File: src/rtl/pds_defines.svh
// register offsets, field positions, reset values and timing counts
`ifndef PDS_DEFINES_SVH
`define PDS_DEFINES_SVH
`define PDS_OFS_DEADBAND 8'h00
`define PDS_OFS_SHUTDOWN 8'h04
`define PDS_OFS_UNITCTRL 8'h08
`define PDS_OFS_PIN_EN 8'h0C
`define PDS_OFS_STATUS 8'h10
`define PDS_BIT_RESTART 7
`define PDS_BIT_ASE 7
`define PDS_POS_SRC 4
`define PDS_POS_PSS_AC 2
`define PDS_POS_PSS_BD 0
`define PDS_POS_POL 0
`define PDS_POS_MODE 2
`define PDS_BIT_PERIOD_FLAG 0
`define PDS_BIT_SHUT_HOLD 1
`define PDS_BIT_CAUSE 2
`define PDS_RST_DEADBAND 8'h00
`define PDS_RST_SHUTDOWN 8'h00
`define PDS_RST_UNITCTRL 4'h0
`define PDS_RST_PIN_EN 4'h0
`define PDS_CLK_NS 10
`define PDS_TCY_NS 10
`define PDS_TCY_CYCLES (`PDS_TCY_NS / `PDS_CLK_NS)
`endif

File: src/rtl/pds_pkg.sv
// types shared by the dead-band and auto-shutdown block
package pds_pkg;
    // output configurations of the unit
    typedef enum logic [1:0] {
        PDS_MODE_SINGLE,
        PDS_MODE_HALF,
        PDS_MODE_FULL_FWD,
        PDS_MODE_FULL_REV
    } pds_mode_e;
    // dead-band and restart register layout
    typedef struct packed {
        logic restart_enable;
        logic [6:0] deadband_count;
    } pds_db_s;
    // shutdown control register layout
    typedef struct packed {
        logic shutdown_status_flag;
        logic [2:0] shutdown_source_select;
        logic [1:0] pair_ac_shutdown_state;
        logic [1:0] pair_bd_shutdown_state;
    } pds_sc_s;
    // unit control register layout
    typedef struct packed {
        pds_mode_e mode;
        logic [1:0] output_polarity_select;
    } pds_uc_s;
    // one set of four output pins
    typedef struct packed {
        logic a;
        logic b;
        logic c;
        logic d;
    } pds_pins_s;
endpackage

File: src/rtl/pds_top.sv
// dead-band delay, auto-shutdown and output stage of an enhanced pwm unit
//
// Register access over AHB-Lite and the register offsets were left to the implementer.
`timescale 1ns/10ps
`include "pds_defines.svh"

////////////////////////////////////////////////////////////////////////////
// one dead-band delay channel: delays inactive-to-active, not the reverse
module pds_deadband (
    input wire logic clk_sys,
    input wire logic rst_b,
    input wire logic sched,
    input wire logic [6:0] count,
    output logic act
);
    import pds_pkg::*;
    logic sched_prev_q;
    logic done_q;
    logic [6:0] cnt_q;
    logic rise;

    assign rise = sched & ~sched_prev_q;

    // previous scheduled level, for edge detection
    always_ff @(posedge clk_sys) begin
        if (!rst_b) begin
            sched_prev_q <= 1'b0;
        end else begin
            sched_prev_q <= sched;
        end
    end

    // counter restarts at every scheduled activation
    always_ff @(posedge clk_sys) begin
        if (!rst_b || !sched) begin
            cnt_q <= 7'h00;
            done_q <= 1'b0;
        end else if (rise) begin
            cnt_q <= (count == 7'h00) ? 7'h00 : count - 7'h01;
            done_q <= (count <= 7'h01);
        end else if (!done_q) begin
            cnt_q <= cnt_q - 7'h01;
            done_q <= (cnt_q <= 7'h01);
        end
    end

    // a short pulse ends before done and stays inactive
    // falling edge passes at once
    assign act = sched & (rise ? (count == 7'h00) : done_q);
endmodule // pds_deadband

////////////////////////////////////////////////////////////////////////////
module pds_top (
    input wire logic clk_sys,
    input wire logic rst_b,
    input wire logic hsel,
    input wire logic [31:0] haddr,
    input wire logic [1:0] htrans,
    input wire logic hwrite,
    input wire logic [2:0] hsize,
    input wire logic [31:0] hwdata,
    input wire logic hready,
    output logic hreadyout,
    output logic [31:0] hrdata,
    output logic hresp,
    input wire logic period_start,
    input wire logic pwm_raw,
    input wire logic fault_input_n,
    input wire logic comparator1,
    input wire logic comparator2,
    output logic pwm_out_a,
    output logic pwm_out_a_oe,
    output logic pwm_out_b,
    output logic pwm_out_b_oe,
    output logic pwm_out_c,
    output logic pwm_out_c_oe,
    output logic pwm_out_d,
    output logic pwm_out_d_oe
);
    import pds_pkg::*;

    ////////////////////////////////////////////////////////////////////////
    // declarations
    pds_db_s db_q;
    pds_sc_s sc_q;
    pds_uc_s uc_q;
    logic [3:0] pin_en_q;
    logic period_flag_q, ase_q, hold_q;
    logic wr_pend_q;
    logic [7:0] wr_addr_q;
    logic [31:0] hrdata_q;
    logic [2:0] s1_q, s2_q, s3_q, filt_q;
    logic addr_take;
    logic wr_db, wr_sc, wr_uc, wr_pin, wr_st;
    logic wr_ase_set, wr_ase_clr;
    logic enhanced, cause_s, cause_raw, shut_now;
    logic act_a, act_b;
    logic [6:0] db_eff;
    logic [31:0] rd_mux;
    pds_pins_s act, lvl, oe;

    ////////////////////////////////////////////////////////////////////////
    // ahb-lite slave, zero wait states, always okay
    assign hreadyout = 1'b1;
    assign hresp = 1'b0;
    assign hrdata = hrdata_q;
    assign addr_take = hsel & htrans[1] & hready;

    // write address phase captured for the following data phase
    always_ff @(posedge clk_sys) begin
        if (!rst_b) begin
            wr_pend_q <= 1'b0;
            wr_addr_q <= 8'h00;
        end else if (hready) begin
            wr_pend_q <= addr_take & hwrite;
            wr_addr_q <= haddr[7:0];
        end
    end

    // write strobes in the data phase
    assign wr_db = wr_pend_q & (wr_addr_q == `PDS_OFS_DEADBAND);
    assign wr_sc = wr_pend_q & (wr_addr_q == `PDS_OFS_SHUTDOWN);
    assign wr_uc = wr_pend_q & (wr_addr_q == `PDS_OFS_UNITCTRL);
    assign wr_pin = wr_pend_q & (wr_addr_q == `PDS_OFS_PIN_EN);
    assign wr_st = wr_pend_q & (wr_addr_q == `PDS_OFS_STATUS);
    assign wr_ase_set = wr_sc & hwdata[`PDS_BIT_ASE];
    assign wr_ase_clr = wr_sc & ~hwdata[`PDS_BIT_ASE];

    // read mux, unmapped offsets read as zero
    always_comb begin
        rd_mux = 32'h0000_0000;
        case (haddr[7:0])
            `PDS_OFS_DEADBAND: rd_mux[7:0] = db_q;
            `PDS_OFS_SHUTDOWN: rd_mux[7:0] = {ase_q, sc_q[6:0]};
            `PDS_OFS_UNITCTRL: rd_mux[3:0] = uc_q;
            `PDS_OFS_PIN_EN: rd_mux[3:0] = pin_en_q;
            `PDS_OFS_STATUS: begin
                rd_mux[`PDS_BIT_PERIOD_FLAG] = period_flag_q;
                rd_mux[`PDS_BIT_SHUT_HOLD] = shut_now;
                rd_mux[`PDS_BIT_CAUSE] = cause_s;
            end
            default: rd_mux = 32'h0000_0000;
        endcase
    end

    // read data registered for the data phase
    always_ff @(posedge clk_sys) begin
        if (!rst_b) begin
            hrdata_q <= 32'h0000_0000;
        end else if (addr_take & ~hwrite) begin
            hrdata_q <= rd_mux;
        end
    end

    ////////////////////////////////////////////////////////////////////////
    // configuration registers; the shutdown flag itself lives in ase_q
    always_ff @(posedge clk_sys) begin
        if (!rst_b) begin
            db_q <= `PDS_RST_DEADBAND;
            sc_q <= `PDS_RST_SHUTDOWN;
            uc_q <= `PDS_RST_UNITCTRL;
            pin_en_q <= `PDS_RST_PIN_EN;
        end else begin
            if (wr_db) begin
                db_q <= hwdata[7:0];
            end
            if (wr_sc) begin
                sc_q <= {1'b0, hwdata[6:0]};
            end
            if (wr_uc) begin
                uc_q <= hwdata[3:0];
            end
            if (wr_pin) begin
                pin_en_q <= hwdata[3:0];
            end
        end
    end

    // period flag, set wins over write-one-to-clear
    always_ff @(posedge clk_sys) begin
        if (!rst_b) begin
            period_flag_q <= 1'b0;
        end else if (period_start) begin
            period_flag_q <= 1'b1;
        end else if (wr_st & hwdata[`PDS_BIT_PERIOD_FLAG]) begin
            period_flag_q <= 1'b0;
        end
    end

    ////////////////////////////////////////////////////////////////////////
    // fault sources: three-stage synchronisers with agreement filter
    always_ff @(posedge clk_sys) begin
        if (!rst_b) begin
            s1_q <= 3'h4;
            s2_q <= 3'h4;
            s3_q <= 3'h4;
        end else begin
            s1_q <= {fault_input_n, comparator2, comparator1};
            s2_q <= s1_q;
            s3_q <= s2_q;
        end
    end

    // a change counts once the second and third stages agree
    always_ff @(posedge clk_sys) begin
        if (!rst_b) begin
            filt_q <= 3'h4;
        end else begin
            filt_q <= (s2_q & s3_q) | (filt_q & (s2_q | s3_q));
        end
    end

    // enhanced modes are half and full bridge
    assign enhanced = (uc_q.mode != PDS_MODE_SINGLE);

    // source select decode, fault pin active low
    assign cause_s = enhanced & (
        (sc_q.shutdown_source_select[0] & filt_q[0]) |
        (sc_q.shutdown_source_select[1] & filt_q[1]) |
        (sc_q.shutdown_source_select[2] & ~filt_q[2]));

    // unclocked copy forces the pins before any edge
    assign cause_raw = enhanced & (
        (sc_q.shutdown_source_select[0] & comparator1) |
        (sc_q.shutdown_source_select[1] & comparator2) |
        (sc_q.shutdown_source_select[2] & ~fault_input_n));

    ////////////////////////////////////////////////////////////////////////
    // shutdown status flag: set wins, clears blocked while cause persists
    always_ff @(posedge clk_sys) begin
        if (!rst_b) begin
            ase_q <= 1'b0;
        end else if (cause_s | (wr_ase_set & enhanced)) begin
            ase_q <= 1'b1;
        end else if (db_q.restart_enable) begin
            ase_q <= 1'b0;
        end else if (wr_ase_clr) begin
            ase_q <= 1'b0;
        end
    end

    // outputs held in shutdown until a period starts with flag clear
    always_ff @(posedge clk_sys) begin
        if (!rst_b) begin
            hold_q <= 1'b0;
        end else if (ase_q) begin
            hold_q <= 1'b1;
        end else if (period_start) begin
            hold_q <= 1'b0;
        end
    end

    assign shut_now = enhanced & (hold_q | ase_q | cause_raw);

    ////////////////////////////////////////////////////////////////////////
    // dead band only in half-bridge mode
    assign db_eff = (uc_q.mode == PDS_MODE_HALF) ? db_q.deadband_count
                                                 : 7'h00;

    // one counter per complementary output
    pds_deadband u_db_a (
        .clk_sys(clk_sys),
        .rst_b(rst_b),
        .sched(pwm_raw),
        .count(db_eff),
        .act(act_a)
    );

    pds_deadband u_db_b (
        .clk_sys(clk_sys),
        .rst_b(rst_b),
        .sched(~pwm_raw),
        .count(db_eff),
        .act(act_b)
    );

    // active levels per mode, before polarity
    always_comb begin
        act = '0;
        case (uc_q.mode)
            PDS_MODE_SINGLE: act.a = pwm_raw;
            PDS_MODE_HALF: begin
                act.a = act_a;
                act.b = act_b;
            end
            PDS_MODE_FULL_FWD: begin
                act.a = 1'b1;
                act.d = pwm_raw;
            end
            PDS_MODE_FULL_REV: begin
                act.c = 1'b1;
                act.b = pwm_raw;
            end
            default: act = '0;
        endcase
    end

    // polarity per pair, then shutdown states override
    always_comb begin
        lvl.a = act.a ^ uc_q.output_polarity_select[1];
        lvl.c = act.c ^ uc_q.output_polarity_select[1];
        lvl.b = act.b ^ uc_q.output_polarity_select[0];
        lvl.d = act.d ^ uc_q.output_polarity_select[0];
        oe = pin_en_q;
        if (shut_now) begin
            lvl.a = sc_q.pair_ac_shutdown_state[0];
            lvl.c = sc_q.pair_ac_shutdown_state[0];
            lvl.b = sc_q.pair_bd_shutdown_state[0];
            lvl.d = sc_q.pair_bd_shutdown_state[0];
            oe.a = pin_en_q[3] & ~sc_q.pair_ac_shutdown_state[1];
            oe.c = pin_en_q[1] & ~sc_q.pair_ac_shutdown_state[1];
            oe.b = pin_en_q[2] & ~sc_q.pair_bd_shutdown_state[1];
            oe.d = pin_en_q[0] & ~sc_q.pair_bd_shutdown_state[1];
        end
    end

    assign pwm_out_a = lvl.a;
    assign pwm_out_b = lvl.b;
    assign pwm_out_c = lvl.c;
    assign pwm_out_d = lvl.d;
    assign pwm_out_a_oe = oe.a;
    assign pwm_out_b_oe = oe.b;
    assign pwm_out_c_oe = oe.c;
    assign pwm_out_d_oe = oe.d;
endmodule // pds_top

File: config.mk
export PLATFORM = sky130hd
export DESIGN_NAME = pds_top
export DESIGN_NICKNAME = d
export VERILOG_FILES = /design/src/rtl/pds_pkg.sv /design/src/rtl/pds_top.sv
export VERILOG_INCLUDE_DIRS = /design/src /design/src/rtl
export SDC_FILE = /design/constraint.sdc
export NUM_CORES = 1
export LEC_CHECK = 0
export BUFFER_PORTS_ARGS = -buffer_cell sky130_fd_sc_hd__buf_4
export CAP_MARGIN = 20
export CORE_MARGIN = 2
export CORE_UTILIZATION = 40
export CTS_BUF_LIST = sky130_fd_sc_hd__clkbuf_4 sky130_fd_sc_hd__clkbuf_8 sky130_fd_sc_hd__clkbuf_16
export DETAILED_ROUTE_END_ITERATION = 10
export GPL_TIMING_DRIVEN = 0
export PLACE_DENSITY = 0.76
export SLEW_MARGIN = 25
export SYNTH_ARGS = -nofsm -noshare
export SYNTH_HDL_FRONTEND = slang
export SYNTH_SLANG_ARGS = --single-unit
export TNS_END_PERCENT = 1
File: constraint.sdc
create_clock -name clk_sys -period 1.7 [get_ports clk_sys]
set_input_delay 0.085 -clock clk_sys [delete_from_list [all_inputs] [get_ports clk_sys]]
set_output_delay 0.085 -clock clk_sys [all_outputs]
set_load 0.02 [all_outputs]
; ---- Word level (Yosys, flattened, before mapping)
; Cells that the tools add are included.
[classes]
n_addsub = 3
order_cmp = 3
n_eq_ne = 13
n_mux = 28
bitwise = 54
reduce_logical = 12
[op_table]
columns = op, count
row1 = $mux 7, 6
row2 = $eq 8x4->1 const B, 4
row3 = $and 1x1->1, 30
row4 = $le 7x1->1 const B, 3
row5 = $sub 7x1->7 const B, 3
row6 = $eq 8x3->1 const B, 2
row7 = $eq 8x5->1 const B, 2
row8 = $logic_not 8->1, 2
row9 = $mux 1, 15
row10 = $pmux 3 s5, 1
row11 = $not 1->1, 9
row12 = $mux 4, 2
row13 = $pmux 4 s2, 1
row14 = $logic_not 7->1, 1
row15 = $or 1x1->1, 7
row16 = $and 3x3->3, 2
row17 = $or 3x3->3, 2
row18 = $reduce_bool 2->1, 3
row19 = $eq 2x2->1 const B, 2
row20 = $ne 2x2->1 const B, 2
row21 = $pmux 1 s4, 1
row22 = $xor 1x1->1, 4
row23 = $pmux 1 s3, 1
row24 = $reduce_bool 3->1, 1
row25 = other kinds (5), 7
[word_totals]
register_bits = 73
in_bits = 79
output_inout_bits = 42

; ---- Depth between registers and ports, before layout
; Gate-level depths: netlist of run 1.
[logic_depth]
depth_word = 8
depth_mapped = 8
depth_no_buf = 7

; ---- Hierarchy
; A second synthesis of run 1 with hierarchy kept.
[hier_totals]
cells_unflattened = 429
area_unflattened_um2 = 3982.6
[by_module_without_submodules]
columns = mod, instances, cells_each, area_per_inst_um2
row1 = pds_top, 1, 273, 2691.3
row2 = pds_deadband, 2, 78, 645.6

; ---- Worst setup path after synthesis of run 1
; OpenSTA, ideal clock, no wires.
[synth_path]
kind = register -> output
start = reg uc_q[3] (netlist bit)
end = out pwm_out_a
t_arrival_ns = 2.030
required_time_ns = 1.615
path_slack_ns = -0.415
stages_incl_launch_ff = 9
n_path_buf = 1
cell_sequence = dfxtp_1 clkbuf_1 nor2b_1 nand2_1 ha_1 nand2_1 o2111ai_1 a31o_2 a31oi_1
[synth_via]
elab_chain_cells = 8
word_cells_on_any_way = 14
classes_between = 2 x eq/ne / 4 x mux / 5 x bitwise / 3 x reduce/logical
[synth_lines]
columns = element, line
row1 = "start, declared", pds_top.sv:86  ; pds_uc_s uc_q;
row2 = "start signal, assigned", pds_top.sv:161  ; uc_q <= `PDS_RST_UNITCTRL;
row3 = "start signal, assigned", pds_top.sv:171  ; uc_q <= hwdata[3:0];
row4 = $eq 2x1->1, "pds_top.sv:257, pds_top.sv:280"
row5 = $mux 7, pds_top.sv:257  ; assign db_eff = (uc_q.mode == PDS_MODE_HALF) ? db_q.deadband_count
row6 = $logic_not 7->1, pds_top.sv:49  ; assign act = sched & (rise ? (count == 7'h00) : done_q);
row7 = $mux 1, pds_top.sv:49
row8 = $and 1x1->1, pds_top.sv:49
row9 = $pmux 1 s3, pds_top.sv:280  ; case (uc_q.mode)
row10 = $xor 1x1->1, pds_top.sv:300  ; lvl.a = act.a ^ uc_q.output_polarity_select[1];
row11 = $mux 4 (*), pds_top.sv:305  ; if (shut_now) begin
row12 = "end, declared", pds_top.sv:71  ; output logic pwm_out_a,
; Mark *: on every way between the ends. The rest lies on a longest branch, timed or not.

; ---- Worst setup path after layout of run 1
; Same ends and word-level chain as after synthesis.

==> results of run 1 <==
cell families after synthesis:
| logic type | after synthesis | share of synthesized area |
|---|---|---|
| AO/OA/AOI/OAI | 90 | 0.146 |
| XOR/XNOR | 16 | 0.0356 |
| adder cells (fa/ha/maj) | 7 | 0.0222 |
| buffers and inverters | 59 | 0.0833 |
| flip-flops | 73 | 0.371 |
| multiplexers | 39 | 0.109 |
| other | 2 | 0.00191 |
| AND/OR/NAND/NOR | 152 | 0.231 |
registers in the layout (all words and copies together) (netlist names), 3 cells and up:
signal        count
db_q              8
filt_q            3
hrdata            8
pin_en_q          4
s1_q              3
s2_q              3
s3_q              3
sc_q              7
u_db_a.cnt_q      7
u_db_b.cnt_q      7
uc_q              4
wr_addr_q         8
report_power, final:
group	internal, mW	switching (mW)
Clock	0.916	0.697
Sequential	1.76	0.0474
Combinational	0.254	0.279
area by class of cell:
class / instances / area (um2) / area share
multi-input cells: 330 / 2420 / 0.473
flip-flops and latches: 73 / 1470 / 0.288
repair buffers: 59 / 464 / 0.0908
plain buffers: 42 / 295 / 0.0578
well taps: 133 / 166 / 0.0326
clock buffers: 11 / 151 / 0.0296
clock inverters: 5 / 85.1 / 0.0166
inverters: 15 / 60.1 / 0.0117
layer usage:
metal / wire (um) / up-vias
met1: 4560 / 1648
met4: 184 / 0
li1: - / 1685
met2: 4850 / 119
met5: 0 / -
met3: 565 / 20
metrics by stage:
step           instance area [um2]  instances  TNS, ns
3_5_place_dp                  4550        636    -4.98
6_report                      5110        668    -3.57
5_1_grt                       5110        668    -6.11
2_1_floorplan                 4080        462   -0.126
4_1_cts                       5060        665    -2.28
3_3_place_gp                  4550        636    -3.84
worst paths after layout:
check / start / to / slack, ns / cells after the start
max: uc_q[3] / pwm_out_a / -0.49 / 9
min: hwdata[4] / sc_q[4] / 0.01 / 3
max reg2reg: uc_q[3] / u_db_a.cnt_q[6] / -0.26 / 9
min reg2reg: s1_q[2] / s2_q[2] / 0.41 / 1
repair_timing:
action                                  CTS  global route
pin swaps                                 9            12
gates resized for setup                  35            10
endpoints found under the setup margin   43            44
buffers inserted                          8             3
hold buffers                              7             0
endpoints found under the hold margin     8             0
layout by cell type (no fill, tap or decap), types with 3 or more instances in the layout:
cell / count
conb_1: 26
dlygate4sd3_1: 7
inv_1: 14
mux2i_1: 36
xor2_1: 5
nand4_1: 8
buf_4: 77
nor2_1: 15
o21a_1: 3
clkbuf_1: 12
mux4_2: 3
a21boi_1: 3
clkbuf_8: 12
nor2b_1: 36
dfxtp_1: 65
and2_1: 12
xnor2_1: 11
a31oi_1: 5
or4_1: 3
nand3_1: 4
ha_1: 5
a21oi_1: 16
a21boi_0: 5
nand2b_1: 12
or2_2: 3
dfxtp_2: 7
o21ai_0: 24
nor4_1: 5
nand2_1: 19
a211oi_1: 9
nor3_1: 8
worst max-delay path, stage by stage, from the launching register on:
cell and delay [ns]:
dfxtp_4 0.36, clkbuf_16 0.14, nor2b_4 0.19, nand2_4 0.09, ha_4 0.19, nand2b_4 0.06
o2111ai_2 0.14, a31o_2 0.26, a31oi_4 0.17, buf_6 0.14
==> summary.md, run 1 <==
| Metric | Value |
|---|---|
| First-pass GRT wire length | `16.1 mm` |
| CP required | `1.62 ns` |
| Die Area | `0.0107 mm2` |
| Syn_area_per_cell | `approximately 9 um2` |
| Tcrit/Tclk final | `1.29` |
| Clk_lat worst skew | `0.37 ns` |
| H-Tree Depth | `3` |
| Drt pass-1 iters | `5` |
| Starting Density | `0.406` |
| GPL Wtd Cong | `roughly 0.84` |
| GRT Residual Overflow | `0` |
| CTS tree | `yes` |
| Antenna violations before repair | `0` |
| Max_cap viols | `0` |
| Hold WC Path Type | `primary input to flip-flop` |
| Failing checks | `setup timing` |
| Vias per cell | `5.20` |
| Drt wl/cell | `15.2 um` |
| Number of synthesized flops with an enable pin | `0` |
| WS Path Type | `flip-flop to primary output` |
| Final Max Tran Viols | `0` |
| Final nets | `616` |
| Row count | `36` |
| Mapped Cells | `438` |
| Final Hold Fails | `0` |
| Max Freq | `457 MHz` |
| Met3 Use GR | `0.0370` |
| DRC viols | `0` |
| Pre-CTS WS | `-0.269 ns` |
| Initial DRC count | `267` |
| CTS sink count | `between 70 and 80` |
| GRT Total Usage | `0.193` |
| Predominant post-synthesis flop cell | `dfxtp_1` |
| Fill cells | `854` |
| Most frequent cell after synthesis | `dfxtp_1` |
| P&R area growth vs syn | `29.9%` |
| Minimum clock period | `2.19 ns` |
| Max Clock Skew | `around 0.011 ns` |
| Crit Path Max Fanout | `3` |
| Clock Tree Buf Depth | `2` |
| Largest area contributor in the netlist | `dfxtp_1` |
| Worst Setup Start Kind | `flip-flop` |
| Status | `finished, violations left` |
| Number of buffers created by CTS | `9` |
| Ys Warns | `0` |
| Antenna Nets Post-Route | `0` |
| Core ar. | `0.00968 mm2` |
| CP arrival | `2.10 ns` |
| Top post-synthesis cells by area | `dfxtp_1 37%, mux2i_1 9.2%, nor2b_1 5.9%` |
| Clock Tree Root | `clkbuf_8` |
| Hold Slack | `0.0121 ns` |
| Horiz. Die Dim | `103 um` |
| Async SR Flop Fraction | `0` |
| Vias in the first global route | `3302` |
| # setup viols final | `31` |
| Busiest layer in global routing | `met2` |
| Max_slew headroom | `0.591` |
| Post-layout util | `0.528` |
| Post-detailed-routing wire length | `10.2 mm` |
| Diodes inserted | `0` |
| Fraction of layout cells with a size suffix above 1 | `0.269` |
| Sequential-to-total area share from yosys stat | `0.371` |
| Flop and latch count out of synthesis | `73` |
| PD cells | `774 mW/mm2` |
| GR Layer Usage met2 | `0.323` |
| VDD IR max | `365 uV` |
| Ports | `121` |
| Dpl hpwl | `between 7 and 8 mm` |
| Largest net degree at the start of global routing | `14` |
| Via count | `3472` |
| Crit end category | `primary output` |
| Leak pwr | `2.12 nW` |
| RSZ-0062 raised after global routing | `true` |
| Worst-margin pin slew | `0.614 ns` |
| Cell variety after synth | `55` |
| Synth top area share | `0.371` |
| Setup ws final | `-0.489 ns` |
| Total Power | `3.96 mW` |
| Post-synth top cells | `73 x dfxtp_1, 37 x nor2b_1, 36 x mux2i_1` |
| Area of the mapped netlist | `roughly 0.0039 mm2` |
| Clock transition at path regs | `0.08 ns` |
| Met1 GRT Util | `0.245` |
| Port Buffer Count | `41` |
| Die height | `103 um` |
No activity file was read; power rests on OpenSTA's default activity.
==> inputs of run 2 (changes only) <==
--- a/config.mk
+++ b/config.mk
@@ -6,14 +6,14 @@
 export SDC_FILE = /design/constraint.sdc
 export NUM_CORES = 1
 export LEC_CHECK = 0
-export BUFFER_PORTS_ARGS = -buffer_cell sky130_fd_sc_hd__buf_4
 export CAP_MARGIN = 20
 export CORE_MARGIN = 2
 export CORE_UTILIZATION = 40
 export CTS_BUF_LIST = sky130_fd_sc_hd__clkbuf_4 sky130_fd_sc_hd__clkbuf_8 sky130_fd_sc_hd__clkbuf_16
 export DETAILED_ROUTE_END_ITERATION = 10
+export DONT_BUFFER_PORTS = 1
 export GPL_TIMING_DRIVEN = 0
-export PLACE_DENSITY = 0.76
+export PLACE_DENSITY = 0.65
 export SLEW_MARGIN = 25
 export SYNTH_ARGS = -nofsm -noshare
 export SYNTH_HDL_FRONTEND = slang
==> summary.md, run 2 (synthesized netlist as in run 1, its figures left out) <==
| Metric | Value |
|---|---|
| Diodes inserted | `0 (unchanged)` |
| Crit Path Max Fanout | `4 (+1)` |
| Drt pass-1 iters | `5 (unchanged)` |
| Max Freq | `465 MHz (+1.9%)` |
| DRC viols | `0 (unchanged)` |
| Horiz. Die Dim | `103 um (unchanged)` |
| Final Hold Fails | `0 (unchanged)` |
| Final nets | `587 (-4.7%)` |
| GPL Wtd Cong | `0.861 (+2.2%)` |
| Leak pwr | `1.96 nW (-7.3%)` |
| VDD IR max | `559 uV (+53%)` |
| Final Max Tran Viols | `0 (unchanged)` |
| CP startpoint | `uc_q[3]` |
| Max_cap viols | `0 (unchanged)` |
| Reg2reg start | `wr_addr_q[5]` |
| Clk_lat worst skew | `0.37 ns (about the same)` |
| Failing checks | `setup timing` |
| CP arrival | `2.06 ns (-0.04 ns)` |
| # setup viols final | `24 (-23%)` |
| RSZ-0062 raised after global routing | `true` |
| Status | `finished, violations left` |
| Antenna violations before repair | `0 (unchanged)` |
| CTS sink count | `73 (unchanged)` |
| Placed instance area | `0.00424 mm2 (-6.8%)` |
| PD cells | `769 mW/mm2 (-0.59%)` |
| WS Path Type | `flip-flop to primary output` |
| Max_slew headroom | `0.559 (-0.0319)` |
| GRT Residual Overflow | `0 (unchanged)` |
| GRT Total Usage | `0.194 (+0.000904)` |
| Antenna Nets Post-Route | `0 (unchanged)` |
| Port Buffer Count | `0 (-100%)` |
| Worst Setup Start Kind | `flip-flop` |
| Minimum clock period | `2.15 ns (-0.0402 ns)` |
| Die height | `103 um (unchanged)` |
| CP required | `1.62 ns (about the same)` |
| Pre-CTS WS | `-0.304 ns (-0.0349 ns)` |
| Clock transition at path regs | `0.08 ns (about the same)` |
| Vias per cell | `5.14 (-1.0%)` |
| Leading cell type in the layout, fill and taps excluded | `dfxtp_1` |
| Clock Tree Root | `clkbuf_8` |
| Largest net degree at the start of global routing | `14 (unchanged)` |
| Max Clock Skew | `0.0108 ns (-0.0000888 ns)` |
| Dpl hpwl | `7.07 mm (-0.41%)` |
| Final instance area | `0.00500 mm2 (-2.2%)` |
| Via count | `3287 (-5.3%)` |
| Tcrit/Tclk final | `1.26 (-0.0237)` |
| Setup ws final | `-0.449 ns (+0.0402 ns)` |
| Fill cells | `894 (+4.7%)` |
| Vias in the first global route | `3116 (-5.6%)` |
| First-pass GRT wire length | `15.8 mm (-1.7%)` |
| Initial DRC count | `191 (-28%)` |
| Core ar. | `0.00968 mm2 (unchanged)` |
| Worst Hold Launch | `rst_b` |
| Crit end category | `primary output` |
| Hold WC Path Type | `primary input to flip-flop` |
| H-Tree Depth | `3 (unchanged)` |
| Starting Density | `0.406 (unchanged)` |
| Drt wl/cell | `15.6 um (+2.8%)` |
| CTS tree | `yes` |
| Clock Tree Buf Depth | `2 (unchanged)` |
| Ports | `121 (unchanged)` |
| Fraction of layout cells with a size suffix above 1 | `0.211 (-0.0577)` |
| Row count | `36 (unchanged)` |
| Post-detailed-routing wire length | `10.0 mm (-1.6%)` |
| Worst-margin pin slew | `0.660 ns (+0.0459 ns)` |
| Die Area | `0.0107 mm2 (unchanged)` |
| Number of buffers created by CTS | `9 (unchanged)` |
| Commonest non-fill, non-tap cells in the layout | `65 x dfxtp_1, 36 x nor2b_1, 36 x mux2i_1` |
| P&R area growth vs syn | `27.0%` |
[run 2: final cells by class]
| type | count | area (um2) | area share |
|---|---|---|---|
| sequential | 73 | 1470 | 0.295 |
| clock buffer | 10 | 131 | 0.0263 |
| tap | 133 | 166 | 0.0333 |
| multi-input combinational | 330 | 2500 | 0.501 |
| clock inverter | 6 | 90.1 | 0.0180 |
| inverter | 15 | 60.1 | 0.0120 |
| buffer | 42 | 295 | 0.0591 |
| timing repair buffer | 30 | 280 | 0.0561 |
[run 2: path summary, 6_finish.rpt]
check | to | cells after the start | slack [ns]
max reg2reg | ase_q | 4 | -0.11
max | pwm_out_a | 8 | -0.45
min reg2reg | s2_q[2] | 1 | 0.41
min | u_db_b.cnt_q[0] | 2 | 0.03
[run 2: stage by stage]
step | setup TNS [ns] | util | cells | total power [mW] | hold slack, ns
floorplan | -0.126 | - | 462 | 2.21 | 0.186
global placement | -5.68 | 0.438 | 595 | 2.27 | 0.189
detailed placement | -6.53 | 0.438 | 595 | 2.28 | 0.192
CTS | -2.41 | 0.506 | 638 | 3.86 | 0.0122
global route | -4.91 | 0.516 | 639 | 4.00 | 0.0338
finish | -2.22 | 0.516 | 639 | 3.85 | 0.0263
[run 2: report_power, final]
group | switching [mW] | total [mW] | internal [mW]
clock | 0.689 | 1.54 | 0.847
combinational | 0.263 | 0.499 | 0.236
sequential | 0.0491 | 1.81 | 1.76
total | 1.00 | 3.85 | 2.84
[run 2: timing repair]
item / in CTS / in global routing
pin swaps: 6 / 12
hold buffers: 22 / 0
setup endpoints to repair: 48 / 44
endpoints found under the hold margin: 41 / 0
resized for setup: 41 / 17
setup buffers: 7 / 1
[run 2: worst max-delay path: stages, from the launching register on]
cell and delay, ns:
dfxtp_4 0.36, clkbuf_16 0.14, nor2b_4 0.17, nand2_4 0.08, ha_4 0.19, nand2_2 0.08, o2111ai_4 0.14, a31o_2 0.26
a31oi_4 0.26
[run 2: layer usage]
| metal | up-vias | GRT usage | part of all wire |
|---|---|---|---|
| met1 | 1539 | 0.254 | 0.45 |
| met2 | 104 | 0.312 | 0.47 |
| met4 | 0 | 0.0729 | 0.024 |
| met3 | 18 | 0.0470 | 0.049 |
| met5 | - | 0 | 0 |
| li1 | 1626 | - | - |
